## src/common/aoc_map.svh

```systemverilog
// named offsets, field positions and timing figures for the output channel control
`ifndef AOC_MAP_SVH
`define AOC_MAP_SVH
// clock and timing
`define AOC_CLK_NS 8
`define AOC_NS_PER_US 1000
`define AOC_US_PER_S 1000000
`define AOC_RPI_US 1000
// data width and scale
`define AOC_DW 16
`define AOC_FS_SPAN 65536
`define AOC_POS_FS 32767
`define AOC_HOLD_PER_MILLE 1
`define AOC_PER_MILLE 1000
`define AOC_MA_FS_UA 20000
`define AOC_OW_MIN_UA 100
// channel status word bit positions
`define AOC_SB_HI 0
`define AOC_SB_LO 1
`define AOC_SB_RAMP 2
`define AOC_SB_HOLD 3
`define AOC_SB_CALF 4
`define AOC_SB_OPEN 7
// module fault summary word bit positions
`define AOC_MF_CALF 11
`define AOC_MF_CALIB 13
`define AOC_MF_GROUP 15
// fault word values
`define AOC_CF_COMM 16'hffff
`define AOC_WORD_ZERO 16'h0000
`endif

```

## src/common/aoc_pkg.sv

```systemverilog
// types shared by the output channel control design
package aoc_pkg;
  typedef logic [15:0] aoc_word_t;
  typedef enum logic [3:0]
  {
    aoc_st_wait = 4'b0001,
    aoc_st_run = 4'b0010,
    aoc_st_prog = 4'b0100,
    aoc_st_fault = 4'b1000
  } aoc_mode_t;
endpackage

```

## src/rtl/aoc_chan_ctrl.sv

```systemverilog
// per-channel output conditioning: ramping, hold, clamping, open wire and fault reporting
`timescale 1ns/1ps
`include "aoc_map.svh"
// Contract
// - in run mode with ramping on, output moves toward new level at most ramp rate
// - run mode ramping works only in floating point format
// - a program command ramps the output from present value to program value
// - a communications fault ramps the output from present value to fault value
// - the ramp rate setting counts engineering units per second
// - with hold selected, output stays until command is within 0.1% of full scale
// - hold starts on first connection, reconnection after fault, program to run
// - holding flag is set while a channel holds and cleared when hold ends
// - open wire is checked only on channels set for the 0-20mA range
// - open wire is flagged only once the applied output is at least 0.1mA, then stays set until wiring is restored
// - an open wire at a channel sets that channel's open wire status bit
// - in run mode in floating point format, output is kept between the channel's low and high clamp
// - a value past a clamp drives the clamp and sets high or low alarm
// - a clamp violation is reported to the controller by a status bit
// - clamp alarms can be disabled or latched per channel
// - clamping works only in floating point format
// - limit alarms work only in floating point format
// - echo values equal the value applied to each channel at that moment
// - echo, fault and status are sent once per packet interval
// - a module fault summary word covers all fault conditions; the ramp alarm does not reach it or the channel fault word
// - channel fault word has one bit per channel; each channel has a status word
// - on a communications fault every channel fault word bit reads set, ffff
module aoc_chan_ctrl #(
  parameter int N_CH = 8,
  parameter int RPI_US = `AOC_RPI_US,
  parameter int RPI_CYC = RPI_US * `AOC_NS_PER_US / `AOC_CLK_NS
) (
  input wire logic clk_sys_i, // system clock, 125 MHz
  input wire logic nrst_i, // sync reset, active low
  input wire logic fp_mode_i, // 1 floating point format, 0 integer
  input wire logic conn_ok_i, // connection with controller is up
  input wire logic prog_cmd_i, // controller is in program mode
  input wire logic comm_fault_i, // communications fault present
  input wire logic hold_init_en_i, // hold for initialization selected
  input wire logic run_ramp_en_i, // run mode ramping enabled
  input wire logic [`AOC_DW-1:0] ramp_rate_i, // max rate, codes per second
  input wire logic [N_CH*`AOC_DW-1:0] cmd_val_i, // commanded values
  input wire logic [N_CH*`AOC_DW-1:0] prog_val_i, // program values
  input wire logic [N_CH*`AOC_DW-1:0] fault_val_i, // fault values
  input wire logic [N_CH*`AOC_DW-1:0] clamp_hi_i, // high clamps
  input wire logic [N_CH*`AOC_DW-1:0] clamp_lo_i, // low clamps
  input wire logic [N_CH-1:0] alarm_dis_i, // alarms disabled per channel
  input wire logic [N_CH-1:0] alarm_latch_i, // alarms latching per channel
  input wire logic [N_CH-1:0] alarm_unlatch_i, // unlatch pulse per channel
  input wire logic [N_CH-1:0] range_ma_i, // channel in 0-20mA range
  input wire logic [N_CH-1:0] no_current_i, // pin: no loop current sensed
  input wire logic calibrating_i, // a channel is being calibrated
  input wire logic [N_CH-1:0] cal_fault_i, // calibration fault per channel
  output logic [N_CH*`AOC_DW-1:0] dac_val_o, // applied output values
  output logic [N_CH*`AOC_DW-1:0] echo_val_o, // data echo
  output logic echo_valid_o, // pulse: new report words
  output aoc_pkg::aoc_word_t module_fault_summary_word_o, // summary word
  output aoc_pkg::aoc_word_t per_channel_fault_word_o, // channel fault word
  output logic [N_CH*`AOC_DW-1:0] channel_detail_status_word_o, // status words
  output logic [N_CH-1:0] channel_holding_flag_o // channel is holding
);
  import aoc_pkg::*;

  localparam int DW = `AOC_DW;
  localparam logic [DW:0] HOLD_BAND =
    (DW+1)'(`AOC_FS_SPAN * `AOC_HOLD_PER_MILLE / `AOC_PER_MILLE);
  localparam logic signed [DW-1:0] OW_MIN =
    DW'(`AOC_POS_FS * `AOC_OW_MIN_UA / `AOC_MA_FS_UA);

  if (N_CH < 1 || N_CH > 16)
  begin : g_bad_nch
    $error("aoc_chan_ctrl: N_CH must be 1 to 16");
  end

  // ********************************
  // helper functions
  // ********************************
  // distance between two signed values
  function automatic logic [DW:0] abs_diff(input logic signed [DW-1:0] a,
                                           input logic signed [DW-1:0] b);
    logic [DW:0] d;
    d = {a[DW-1], a} - {b[DW-1], b};
    return d[DW] ? (DW+1)'(~d + 1'b1) : d;
  endfunction

  // codes per second times update period, at least one code
  function automatic logic [DW-1:0] step_calc(input logic [DW-1:0] rate);
    logic [63:0] p;
    p = 64'(rate) * 64'(RPI_US) / 64'(`AOC_US_PER_S);
    if (p == 64'h0)
      return DW'(1);
    else if (p > 64'({DW{1'b1}}))
      return {DW{1'b1}};
    else
      return DW'(p);
  endfunction

  // ********************************
  // declarations
  // ********************************
  aoc_mode_t mode_reg;
  aoc_mode_t mode_next;
  logic tick;
  logic enter_hold;
  logic ramp_on;
  logic [DW-1:0] step_val;
  logic signed [DW-1:0] cmd_s [N_CH];
  logic signed [DW-1:0] hi_s [N_CH];
  logic signed [DW-1:0] lo_s [N_CH];
  logic signed [DW-1:0] tgt_s [N_CH];
  logic signed [DW-1:0] nxt_s [N_CH];
  logic [N_CH-1:0] lim_s;
  logic [N_CH-1:0] req_hi;
  logic [N_CH-1:0] req_lo;
  logic signed [DW-1:0] out_reg [N_CH];
  logic signed [DW-1:0] out_next [N_CH];
  logic [N_CH-1:0] hold_reg, hold_next;
  logic [N_CH-1:0] busy_reg, busy_next;
  logic [N_CH-1:0] hi_al_reg, hi_al_next;
  logic [N_CH-1:0] lo_al_reg, lo_al_next;
  logic [N_CH-1:0] rp_al_reg, rp_al_next;
  logic [N_CH-1:0] ow_reg, ow_next;
  logic [N_CH-1:0] sync1_reg, sync2_reg, sync3_reg;
  logic [N_CH-1:0] ow_pin_reg, ow_pin_next;
  logic [N_CH*DW-1:0] echo_reg, echo_next;
  logic [N_CH*DW-1:0] stat_reg, stat_next;
  aoc_word_t chf_reg, chf_next;
  aoc_word_t mfw_reg, mfw_next;
  logic valid_reg;

  // ********************************
  // packet interval divider and ramp steppers
  // ********************************
  aoc_tick_div #(
    .CYC(RPI_CYC)
  ) u_tick (
    .clk_sys_i(clk_sys_i),
    .nrst_i(nrst_i),
    .tick_o(tick)
  );

  for (genvar g = 0; g < N_CH; g++)
  begin : g_step
    aoc_ramp_step #(
      .DW(DW)
    ) u_step (
      .cur_i(out_reg[g]),
      .tgt_i(tgt_s[g]),
      .step_i(step_val),
      .lim_en_i(ramp_on && (ramp_rate_i != '0)),
      .nxt_o(nxt_s[g]),
      .limited_o(lim_s[g])
    );
  end

  // ********************************
  // connection mode
  // ********************************
  // mode next state
  always_comb
  begin
    mode_next = mode_reg;
    case (mode_reg)
      aoc_st_wait:
        if (conn_ok_i)
          mode_next = prog_cmd_i ? aoc_st_prog : aoc_st_run;
      aoc_st_run:
        if (comm_fault_i)
          mode_next = aoc_st_fault;
        else if (prog_cmd_i)
          mode_next = aoc_st_prog;
      aoc_st_prog:
        if (comm_fault_i)
          mode_next = aoc_st_fault;
        else if (!prog_cmd_i)
          mode_next = aoc_st_run;
      aoc_st_fault:
        if (conn_ok_i && !comm_fault_i)
          mode_next = prog_cmd_i ? aoc_st_prog : aoc_st_run;
      default:
        mode_next = aoc_st_wait;
    endcase
  end

  always_ff @(posedge clk_sys_i)
  begin
    if (!nrst_i)
      mode_reg <= aoc_st_wait;
    else
      mode_reg <= mode_next;
  end

  // every way into run: first link, relink after fault, program to run
  assign enter_hold = hold_init_en_i && (mode_next == aoc_st_run) &&
                      (mode_reg != aoc_st_run);
  assign ramp_on = (mode_reg != aoc_st_run) || (fp_mode_i && run_ramp_en_i);
  assign step_val = step_calc(ramp_rate_i);

  // ********************************
  // open wire pin synchroniser
  // ********************************
  // accept a change once second and third stage agree
  always_comb
  begin
    ow_pin_next = (sync2_reg & sync3_reg) | (ow_pin_reg & (sync2_reg ^ sync3_reg));
  end

  always_ff @(posedge clk_sys_i)
  begin
    if (!nrst_i)
    begin
      sync1_reg <= '0;
      sync2_reg <= '0;
      sync3_reg <= '0;
      ow_pin_reg <= '0;
    end
    else
    begin
      sync1_reg <= no_current_i;
      sync2_reg <= sync1_reg;
      sync3_reg <= sync2_reg;
      ow_pin_reg <= ow_pin_next;
    end
  end

  // ********************************
  // channel datapath and alarms
  // ********************************
  // targets per mode, clamps only in floating point format
  always_comb
  begin
    for (int c = 0; c < N_CH; c++)
    begin
      cmd_s[c] = $signed(cmd_val_i[c*DW +: DW]);
      hi_s[c] = $signed(clamp_hi_i[c*DW +: DW]);
      lo_s[c] = $signed(clamp_lo_i[c*DW +: DW]);
      req_hi[c] = fp_mode_i && (cmd_s[c] > hi_s[c]);
      req_lo[c] = fp_mode_i && (cmd_s[c] < lo_s[c]);
      case (mode_reg)
        aoc_st_run:
          if (hold_reg[c])
            tgt_s[c] = out_reg[c];
          else if (req_hi[c])
            tgt_s[c] = hi_s[c];
          else if (req_lo[c])
            tgt_s[c] = lo_s[c];
          else
            tgt_s[c] = cmd_s[c];
        aoc_st_prog:
          tgt_s[c] = $signed(prog_val_i[c*DW +: DW]);
        aoc_st_fault:
          tgt_s[c] = $signed(fault_val_i[c*DW +: DW]);
        default:
          tgt_s[c] = out_reg[c];
      endcase
    end
  end

  // next channel state
  always_comb
  begin
    for (int c = 0; c < N_CH; c++)
    begin
      out_next[c] = tick ? nxt_s[c] : out_reg[c];
      hold_next[c] = enter_hold || (hold_reg[c] && (mode_next == aoc_st_run) &&
                     (abs_diff(cmd_s[c], out_reg[c]) > HOLD_BAND));
      busy_next[c] = tick ? ((mode_reg == aoc_st_run) && lim_s[c]) : busy_reg[c];
      // live cause sets unless alarms are disabled or format is integer, latch holds until unlatched
      hi_al_next[c] = !alarm_dis_i[c] && fp_mode_i && (req_hi[c] ||
        (alarm_latch_i[c] && hi_al_reg[c] && !alarm_unlatch_i[c]));
      lo_al_next[c] = !alarm_dis_i[c] && fp_mode_i && (req_lo[c] ||
        (alarm_latch_i[c] && lo_al_reg[c] && !alarm_unlatch_i[c]));
      rp_al_next[c] = !alarm_dis_i[c] && fp_mode_i && (busy_next[c] ||
        (alarm_latch_i[c] && rp_al_reg[c] && !alarm_unlatch_i[c]));
      // stays set until wiring restored
      ow_next[c] = range_ma_i[c] && ow_pin_reg[c] &&
                   ((out_reg[c] >= OW_MIN) || ow_reg[c]);
    end
  end

  always_ff @(posedge clk_sys_i)
  begin
    if (!nrst_i)
    begin
      for (int c = 0; c < N_CH; c++)
        out_reg[c] <= '0;
      hold_reg <= '0;
      busy_reg <= '0;
      hi_al_reg <= '0;
      lo_al_reg <= '0;
      rp_al_reg <= '0;
      ow_reg <= '0;
    end
    else
    begin
      for (int c = 0; c < N_CH; c++)
        out_reg[c] <= out_next[c];
      hold_reg <= hold_next;
      busy_reg <= busy_next;
      hi_al_reg <= hi_al_next;
      lo_al_reg <= lo_al_next;
      rp_al_reg <= rp_al_next;
      ow_reg <= ow_next;
    end
  end

  // ********************************
  // report words, taken once per interval
  // ********************************
  always_comb
  begin
    echo_next = echo_reg;
    stat_next = stat_reg;
    chf_next = chf_reg;
    mfw_next = mfw_reg;
    if (tick)
    begin
      chf_next = `AOC_WORD_ZERO;
      for (int c = 0; c < N_CH; c++)
      begin
        echo_next[c*DW +: DW] = out_next[c];
        stat_next[c*DW +: DW] = '0;
        stat_next[c*DW + `AOC_SB_HI] = hi_al_next[c];
        stat_next[c*DW + `AOC_SB_LO] = lo_al_next[c];
        stat_next[c*DW + `AOC_SB_RAMP] = rp_al_next[c];
        stat_next[c*DW + `AOC_SB_HOLD] = hold_next[c];
        stat_next[c*DW + `AOC_SB_CALF] = cal_fault_i[c];
        stat_next[c*DW + `AOC_SB_OPEN] = ow_next[c];
        chf_next[c] = hi_al_next[c] || lo_al_next[c] || ow_next[c] ||
                      cal_fault_i[c];
      end
      if (calibrating_i)
        chf_next = aoc_word_t'({N_CH{1'b1}});
      if (comm_fault_i)
        chf_next = `AOC_CF_COMM;
      mfw_next = `AOC_WORD_ZERO;
      mfw_next[`AOC_MF_GROUP] = (chf_next != `AOC_WORD_ZERO);
      mfw_next[`AOC_MF_CALIB] = calibrating_i;
      mfw_next[`AOC_MF_CALF] = |cal_fault_i;
    end
  end

  always_ff @(posedge clk_sys_i)
  begin
    if (!nrst_i)
    begin
      echo_reg <= '0;
      stat_reg <= '0;
      chf_reg <= `AOC_WORD_ZERO;
      mfw_reg <= `AOC_WORD_ZERO;
      valid_reg <= 1'b0;
    end
    else
    begin
      echo_reg <= echo_next;
      stat_reg <= stat_next;
      chf_reg <= chf_next;
      mfw_reg <= mfw_next;
      valid_reg <= tick;
    end
  end

  // output wiring, all from flip-flops
  for (genvar g = 0; g < N_CH; g++)
  begin : g_out
    assign dac_val_o[g*DW +: DW] = out_reg[g];
  end
  assign echo_val_o = echo_reg;
  assign echo_valid_o = valid_reg;
  assign module_fault_summary_word_o = mfw_reg;
  assign per_channel_fault_word_o = chf_reg;
  assign channel_detail_status_word_o = stat_reg;
  assign channel_holding_flag_o = hold_reg;

  // ********************************
  // checks
  // ********************************
  chk_comm_fault_word: assert property (@(posedge clk_sys_i) disable iff (!nrst_i)
    tick && comm_fault_i |=> per_channel_fault_word_o == `AOC_CF_COMM)
    else $error("fault word not ffff on comm fault");
  chk_echo_applied: assert property (@(posedge clk_sys_i) disable iff (!nrst_i)
    echo_valid_o |-> echo_val_o == dac_val_o) else $error("echo differs from output");
  chk_report_rate: assert property (@(posedge clk_sys_i) disable iff (!nrst_i)
    tick |=> echo_valid_o ##1 !echo_valid_o) else $error("report not once per tick");
  chk_hold_entry: assert property (@(posedge clk_sys_i) disable iff (!nrst_i)
    enter_hold |=> &channel_holding_flag_o) else $error("hold not entered");

  for (genvar g = 0; g < N_CH; g++)
  begin : g_chk
    chk_clamp_high: assert property (@(posedge clk_sys_i) disable iff (!nrst_i)
      tick && mode_reg == aoc_st_run && !hold_reg[g] && !ramp_on && req_hi[g]
      |=> out_reg[g] == $past(hi_s[g])) else $error("output not at high clamp");
    chk_alarm_high: assert property (@(posedge clk_sys_i) disable iff (!nrst_i)
      fp_mode_i && !alarm_dis_i[g] &&
      ($signed(cmd_val_i[g*DW +: DW]) > $signed(clamp_hi_i[g*DW +: DW]))
      |=> hi_al_reg[g]) else $error("high alarm missing");
    chk_int_no_alarm: assert property (@(posedge clk_sys_i) disable iff (!nrst_i)
      !fp_mode_i |=> !hi_al_reg[g] && !lo_al_reg[g]) else $error("alarm in integer format");
    chk_open_range: assert property (@(posedge clk_sys_i) disable iff (!nrst_i)
      !range_ma_i[g] |=> !ow_reg[g]) else $error("open wire outside mA range");
    chk_ramp_limit: assert property (@(posedge clk_sys_i) disable iff (!nrst_i)
      tick && lim_s[g] |=> abs_diff(out_reg[g], $past(out_reg[g])) == {1'b0, $past(step_val)})
      else $error("ramp step wrong size");
    chk_int_no_ramp: assert property (@(posedge clk_sys_i) disable iff (!nrst_i)
      tick && mode_reg == aoc_st_run && !fp_mode_i && !hold_reg[g]
      |=> out_reg[g] == $past(cmd_s[g])) else $error("integer run output ramped");
  end
endmodule

```

## src/rtl/aoc_ramp_step.sv

```systemverilog
// one rate-limited step of an output toward its target
`timescale 1ns/1ps
module aoc_ramp_step #(
  parameter int DW = 16
) (
  input wire logic signed [DW-1:0] cur_i, // present output
  input wire logic signed [DW-1:0] tgt_i, // wanted output
  input wire logic [DW-1:0] step_i, // largest allowed change
  input wire logic lim_en_i, // limit active
  output logic signed [DW-1:0] nxt_o, // next output
  output logic limited_o // step was cut short
);
  logic [DW:0] diff;
  logic [DW:0] mag;

  if (DW < 2)
  begin : g_bad_dw
    $error("aoc_ramp_step: DW too small");
  end

  // ********************************
  // step toward target, never past it
  // ********************************
  always_comb
  begin
    diff = {tgt_i[DW-1], tgt_i} - {cur_i[DW-1], cur_i};
    mag = diff[DW] ? (DW+1)'(~diff + 1'b1) : diff;
    limited_o = lim_en_i && (mag > {1'b0, step_i});
    if (!limited_o)
    begin
      nxt_o = tgt_i;
    end
    else if (diff[DW])
    begin
      nxt_o = DW'({cur_i[DW-1], cur_i} - {1'b0, step_i});
    end
    else
    begin
      nxt_o = DW'({cur_i[DW-1], cur_i} + {1'b0, step_i});
    end
  end
endmodule

```

## src/rtl/aoc_tick_div.sv

```systemverilog
// divider giving a one-cycle pulse once per packet update interval
`timescale 1ns/1ps
module aoc_tick_div #(
  parameter int CYC = 125000
) (
  input wire logic clk_sys_i, // system clock
  input wire logic nrst_i, // sync reset, active low
  output logic tick_o // one pulse per interval
);
  localparam int CW = (CYC < 2) ? 1 : $clog2(CYC);
  logic [CW-1:0] cnt_reg;
  logic [CW-1:0] cnt_next;

  if (CYC < 2)
  begin : g_bad_cyc
    $error("aoc_tick_div: CYC must be at least 2");
  end

  // ********************************
  // interval counter
  // ********************************
  assign tick_o = (cnt_reg == CW'(CYC - 1));

  always_comb
  begin
    cnt_next = tick_o ? '0 : cnt_reg + 1'b1;
  end

  always_ff @(posedge clk_sys_i)
  begin
    if (!nrst_i)
      cnt_reg <= '0;
    else
      cnt_reg <= cnt_next;
  end

  chk_tick_restart: assert property (@(posedge clk_sys_i) disable iff (!nrst_i)
    tick_o |=> !tick_o && (cnt_reg == '0)) else $error("tick not followed by restart");
endmodule

```

## config.mk

```make
export PLATFORM = sky130hd
export DESIGN_NAME = aoc_chan_ctrl
export DESIGN_NICKNAME = d
export VERILOG_FILES = /design/src/common/aoc_pkg.sv /design/src/rtl/aoc_chan_ctrl.sv /design/src/rtl/aoc_ramp_step.sv /design/src/rtl/aoc_tick_div.sv
export VERILOG_INCLUDE_DIRS = /design/src /design/src/common
export SDC_FILE = /design/constraint.sdc
export NUM_CORES = 2
export LEC_CHECK = 0
export BUFFER_PORTS_ARGS = -buffer_cell sky130_fd_sc_hd__buf_2
export CELL_PAD_IN_SITES_DETAIL_PLACEMENT = 0
export CELL_PAD_IN_SITES_GLOBAL_PLACEMENT = 1
export CORE_AREA = 5 5 444 446
export CTS_CLUSTER_DIAMETER = 100
export CTS_CLUSTER_SIZE = 40
export DETAILED_ROUTE_END_ITERATION = 8
export DIE_AREA = 0 0 449 451
export PLACE_DENSITY_LB_ADDON = 0.1
export SLEW_MARGIN = 15
export SYNTH_ARGS = -nofsm -noshare
export SYNTH_HDL_FRONTEND = slang
export SYNTH_SLANG_ARGS = --single-unit
```

## constraint.sdc

```tcl
create_clock -name clk_sys_i -period 16.5 [get_ports clk_sys_i]
set_input_delay 0.825 -clock clk_sys_i [delete_from_list [all_inputs] [get_ports clk_sys_i]]
set_output_delay 0.825 -clock clk_sys_i [all_outputs]
set_load 0.05 [all_outputs]
```

======== After elaboration in Yosys (flattened, before gate mapping) ========
Memory sizes are Yosys's and may differ from the RTL's.
Cells that the tools add are included.
Widths: inputs -> output; s select.
word-level totals
  bits in registers ....................... 297
  RAM bits ................................ 128
  input port bits ......................... 713
  output and inout port bits .............. 425
  word-level logic and storage cells ...... 485
  memories kept ........................... 1
memory list
  memory   words  width  read ports  clocked after memory_dff  write ports  line                  source
  out_reg  8      16     8           0                         8            aoc_chan_ctrl.sv:114  logic signed [DW-1:0] out_reg [N_CH];
cells by class
  add/sub/neg operators ................... 49
  $mul .................................... 1
  divide/modulo/power cells ............... 1
  order comparisons ....................... 41
  equal/unequal tests ..................... 7
  multiplexer cells ....................... 103
  bitwise operators ....................... 29
  reduce and logical (&&, ||, !) cells .... 236
operator list
  operator                number
  $mux 16                 60
  $pmux 16 s3             8
  $add 17x1->17 const B   17
  $mux 17                 16
  $not 17->17             16
  $sub 16x16->17          16
  $logic_and 1x1->1       149
  $gt 17x16->1            8
  $gt 17x7->1 const B     8
  $add 16x16->16          8
  $ge 16x9->1 const B     8
  $gt 16x16->1            8
  $lt 16x16->1            8
  $sub 16x16->16          8
  $logic_or 1x1->1        65
  $div 26x20->64 const B  1
  $gt 64x16->1 const B    1
  $logic_not 64->1        1
  $reduce_bool 16->1      2
  $mux 4                  6
  $mul 16x7->23 const B   1
  $eq 17x17->1 const B    1
  $logic_not 1->1         17
  $and 8x8->8             2
  other kinds (15)        32

======== Logic depth before layout (Yosys ltp) ========
  depth in word-level cells ............... 16
  depth in mapped cells ................... 71
  gate-level depth less buffers ........... 68

======== By module ========
Synthesis repeated with hierarchy kept, for this count alone.
unflattened totals
  cells, all modules ...................... 8408
  area total of the unflattened synthesis .. 63801.2 sq um
modules (own cells, without submodules)
  module                                instances  cells an instance  area an instance (sq um)  sequential area each (sq um)
  aoc_chan_ctrl                         1          5331               40948.0                   8027.7
  aoc_ramp_step (g_step[0].u_step ...)  7          373                2762.6                    0.0
  aoc_ramp_step (g_step[6].u_step)      1          380                2732.6                    0.0
  aoc_tick_div                          1          86                 782.0                     340.3

======== Worst setup path before layout ========
No wires, ideal clock.
  path type ............................... in2reg
  start point ............................. input port ramp_rate_i[9]
  end point ............................... register echo_reg[15] (netlist: echo_val_o[15])
  library setup time ...................... 0.117 ns
  arrival ................................. 14.299 ns
  required time ........................... 16.383 ns
  setup slack ............................. 2.084 ns
  stages on the path ...................... 64
  path buffers ............................ 6
  cell sequence ........................... inv_1 > fa_1 > fa_1 > inv_1 > fa_1 > inv_1 > fa_1 > inv_1 > ha_1 > clkbuf_1 > o21a_1 > nor2_1 > o21a_1 > a221oi_1 > xnor2_2 > or4b_1 > buf_2 > or2_1 > (+28 left out) > a21o_1 > a21o_1 > a21o_1 > a21o_1 > a21oi_1 > o21bai_1 > a21oi_1 > o21bai_1 > a21oi_1 > o21bai_1 > a21oi_1 > o21bai_1 > a21o_1 > a21oi_1 > xnor2_1 > xnor2_1 > mux2_2 > a22o_1
between the ends
  longest elaborated chain between the ends .. 9
  elaborated cells between the ends (all ways) .. 15
  classes of those cells .................. add/sub: 2; mul: 1; div: 1; order compare: 2; mux: 5; reduce/logical: 4
RTL lines
  item                                          line                                      source
  start: declaration                            aoc_chan_ctrl.sv:40                       input wire logic [`AOC_DW-1:0] ramp_rate_i,
  $mul 16x7->23                                 aoc_chan_ctrl.sv:88                       p = 64'(rate) * 64'(RPI_US) / 64'(`AOC_US_PER_S);
  $div 26x20->64                                aoc_chan_ctrl.sv:88
  $gt 64x16->1                                  aoc_chan_ctrl.sv:91                       else if (p > 64'({DW{1'b1}}))
  $mux 16                                       aoc_chan_ctrl.sv:91
  $mux 16                                       aoc_chan_ctrl.sv:89                       if (p == 64'h0)
  $add 16x16->16, or another cell as far along  aoc_ramp_step.sv:39                       nxt_o = DW'({cur_i[DW-1], cur_i} + {1'b0, step_i});
  $mux 16 or $logic_and 1x1->1 (tied branches)  aoc_ramp_step.sv:33, aoc_ramp_step.sv:28
  $mux 16 *                                     aoc_ramp_step.sv:29                       if (!limited_o)
  $mux 16 *                                     aoc_chan_ctrl.sv:263                      out_next[c] = tick ? nxt_s[c] : out_reg[c];
  end signal: assignment                        aoc_chan_ctrl.sv:354                      echo_reg <= echo_next;
  end: declaration                              aoc_chan_ctrl.sv:124                      logic [N_CH*DW-1:0] echo_reg, echo_next;
Every way passes the cells marked *; elsewhere a longest branch is shown, timed or not.
A chain may end at the register's enable or synchronous reset.

==> parameters.txt <==
Parameter                              Value

Setup path
  Library cell contributing the largest single delay on the critical path ... sky130_fd_sc_hd__or4b_1
  Kind of end point of the critical path ... register
  Critical Path Source Type ... input port
  Crit Path Class ... input port to register
  Critical path data arrival time ... 15.85 ns
  Crit path top cell by count ... sky130_fd_sc_hd__a21oi_1
  Worst reg-to-reg setup slack ... 5.42 ns
  Required time worst endpoint ... 16.96 ns
  Critical Path Fanout Max ... 20
  Maximum cell stage delay along the critical path ... 0.63 ns

Outcome
  Run status ... complete, no violations

Floorplan
  Standard cell core area ... 0.1922 mm²
  Die outline height ... 451 µm
  Number of placed I/O pins ... 1138
  Effective utilization at floorplan ... 28.15%
  Row count ... 161
  Die width ... 449 µm
  Total Die Area ... 0.2025 mm²

Finish
  Share of layout cells above drive strength 1 ... 17.16%
  Final cell count without fillers ... 10650
  Commonest non-fill, non-tap cell in the layout ... sky130_fd_sc_hd__buf_2
  Number of nets in the layout ... 9633
  Layout filler cell count ... 20910
  Layout Area Growth over Synthesis ... 17.56%
  Most frequent cells in the layout ... 1043 x sky130_fd_sc_hd__buf_2, 767 x sky130_fd_sc_hd__ha_1, 664 x sky130_fd_sc_hd__nand2_1

Routing
  Routed vias ... 55460
  Average wire per standard cell ... 24.90 µm
  Count of TritonRoute iterations in the first routing pass ... 9
  Remaining routing DRC violations ... 0
  Iteration-0 DRC Markers ... 3855
  Post-DR vias/cell ... 5.208
  Post-detailed-routing wire length ... 265200 µm
  Number of nets with antenna violations after routing ... 0

Clock network
  Clock transition at the registers of the reported paths ... 0.13 ns
  H-tree level count ... 2
  CTS tree ... yes
  Number of buffers inserted during clock tree synthesis ... 34
  Number of clock sinks seen by CTS ... 418
  Clock root cell ... sky130_fd_sc_hd__clkbuf_16
  Post-CTS Hold Fix Bufs ... 0
  Clk Latency, worst-skew pair ... 0.66 ns
  Number of buffers on the longest clock path ... 3

Timing
  Pins over their slew limit ... 0
  Final critical path time including I/O delays and setup ... 15.40 ns
  Maximum operating frequency ... 64.94 MHz
  Final worst-path cycle share ... 93.32%
  Worst slew pin tran ... 1.146 ns
  Worst slew slack as a fraction of its limit ... 22.80%
  Clock tree skew after final layout ... 0.06494 ns
  Final setup violation count ... 0
  Final hold violations ... 0

Logic synthesis
  Number of enable-type register cells in the synthesized netlist ... 0
  Post-synthesis sequential element count ... 418
  Top cells by area in the synthesized netlist ... sky130_fd_sc_hd__ha_1 18%, sky130_fd_sc_hd__dfxtp_1 15%, sky130_fd_sc_hd__a21oi_1 5.9%
  Share of the synthesized area in the top cell type ... 17.79%
  Dominant cell type by area after synthesis ... sky130_fd_sc_hd__ha_1
  Total standard cell area after synthesis ... 0.05410 mm²
  Per-instance average area after synthesis ... 7.564 µm²
  Post-synthesis sequential area ratio ... 15.47%
  Distinct cell type count of the synthesized netlist ... 117
  Mapped Cells ... 7152
  Most common flop cell mapped by yosys ... sky130_fd_sc_hd__dfxtp_1
  Fraction of synthesis flops using an asynchronous set or reset pin ... 0%
  Synthesis warning total ... 0

Global route
  Vias in the first global route ... 54970
  Busiest grt layer ... met2
  M3 GR Usage ... 3.418%
  Residual overflow from global routing ... 0
  All-layer global routing usage ... 24.90%
  Met1 demand-to-capacity share in global routing ... 29.86%
  Global-route wire length before repair ... 380200 µm
  Met2 track demand over resource ... 45.50%
  Antenna violations before repair ... 67
  Largest net degree at the start of global routing ... 67

Placement
  Number of port buffers ... 1044
  Number of cells after detailed placement ... 10560
  Post-DP HPWL ... 221400 µm
  Final weighted congestion in routability-driven placement ... 0.8964

Min path
  Worst min path class ... input port to register

Flow run
  Max-Cap Viols ... 0
-- cells in the mapped netlist, types with 53 or more instances --
master and instances:
sky130_fd_sc_hd__o21bai_1 157, sky130_fd_sc_hd__nand3_1 84, sky130_fd_sc_hd__o22ai_1 72, sky130_fd_sc_hd__xor2_1 190
sky130_fd_sc_hd__nor2_1 435, sky130_fd_sc_hd__a21o_1 290, sky130_fd_sc_hd__o21ai_0 529, sky130_fd_sc_hd__nand2_1 669
sky130_fd_sc_hd__a21oi_1 639, sky130_fd_sc_hd__mux2_2 53, sky130_fd_sc_hd__buf_4 102, sky130_fd_sc_hd__nor3_1 92
sky130_fd_sc_hd__nor2b_1 124, sky130_fd_sc_hd__o211ai_1 64, sky130_fd_sc_hd__fa_1 78, sky130_fd_sc_hd__nand2b_1 130
sky130_fd_sc_hd__and2_1 76, sky130_fd_sc_hd__xnor2_1 294, sky130_fd_sc_hd__mux2i_1 173, sky130_fd_sc_hd__nand4_1 68
sky130_fd_sc_hd__dfxtp_1 418, sky130_fd_sc_hd__inv_1 653, sky130_fd_sc_hd__clkbuf_1 210, sky130_fd_sc_hd__ha_1 769
sky130_fd_sc_hd__a222oi_1 128
-- kinds of logic (layout without fill, tap and decap cells) --
family                     after synthesis  in the layout  share of synthesized area, %
AOI/OAI and AO/OA                     2253           2253                         26.95
xor gates and xnor gates               485            485                         7.866
adders and majority gates              853            853                         20.78
buffers and inverters                 1026           1881                         7.868
DFF                                    418            418                         15.47
muxes                                  227            227                         4.330
other                                    1            118                      0.006932
and+or+nand+nor                       1889           1889                         16.73
-- routing by layer --
layer / vias up / wire length (µm)
li1: 27290 / -
met1: 26380 / 110700
met2: 1479 / 132200
met3: 292 / 12150
met4: 20 / 9970
met5: - / 124
-- path summary, 6_finish.rpt --
kind	start	endpoint	cells past startpoint
setup / recovery	ramp_rate_i[3]	out_reg[1][31]$_SDFF_PN0_	62
hold / removal	no_current_i[4]	sync1_reg[4]$_SDFF_PN0_	2
setup reg to reg	mode_reg[1]$_SDFF_PN0_	out_reg[1][63]$_SDFF_PN0_	48
hold reg to reg	echo_val_o[32]$_SDFFE_PN0P_	echo_val_o[32]$_SDFFE_PN0P_	2
-- cell type report --
class	count	area, µm²	area share (%)
tap	2526	3161	4.969
multi-input combinational	5800	42140	66.25
antenna	25	62.56	0.09836
timing repair buffer	1157	6088	9.573
clock inverter	27	429.2	0.6748
inverter	662	2490	3.915
sequential	418	8369	13.16
clock buffer	35	864.6	1.359
-- critical path: cells and delay by family --
kind                       cells  cell delay (ns)
AOI/OAI and AO/OA             33             7.39
xor gates and xnor gates       4             0.97
adders and majority gates      7             3.01
buffers and inverters          8             1.38
and+or+nand+nor               10             2.17
-- metrics by stage --
stage,cell area [µm²],util (%),worst slack [ns],TNS [ns],hold WS (ns)
2_1_floorplan,54440,-,2.084,0,0.4119
3_3_place_gp,62090,32.31,-0.1103,-0.5541,0.4160
3_5_place_dp,62090,32.31,-0.1738,-1.142,0.4177
4_1_cts,63390,32.98,0.4293,0,0.3105
5_1_grt,63560,33.07,-0.02308,-0.02308,0.3375
6_report,63600,33.10,1.102,0,0.3628
-- repair_timing --
item                                    4_1_cts  5_1_grt
endpoints found under the setup margin        0       79
buffers inserted                              0        6
gates resized for setup                       0       16
Power is not shown: default switching activity piles up to over one toggle a cycle in this logic, so the estimate is an artifact.
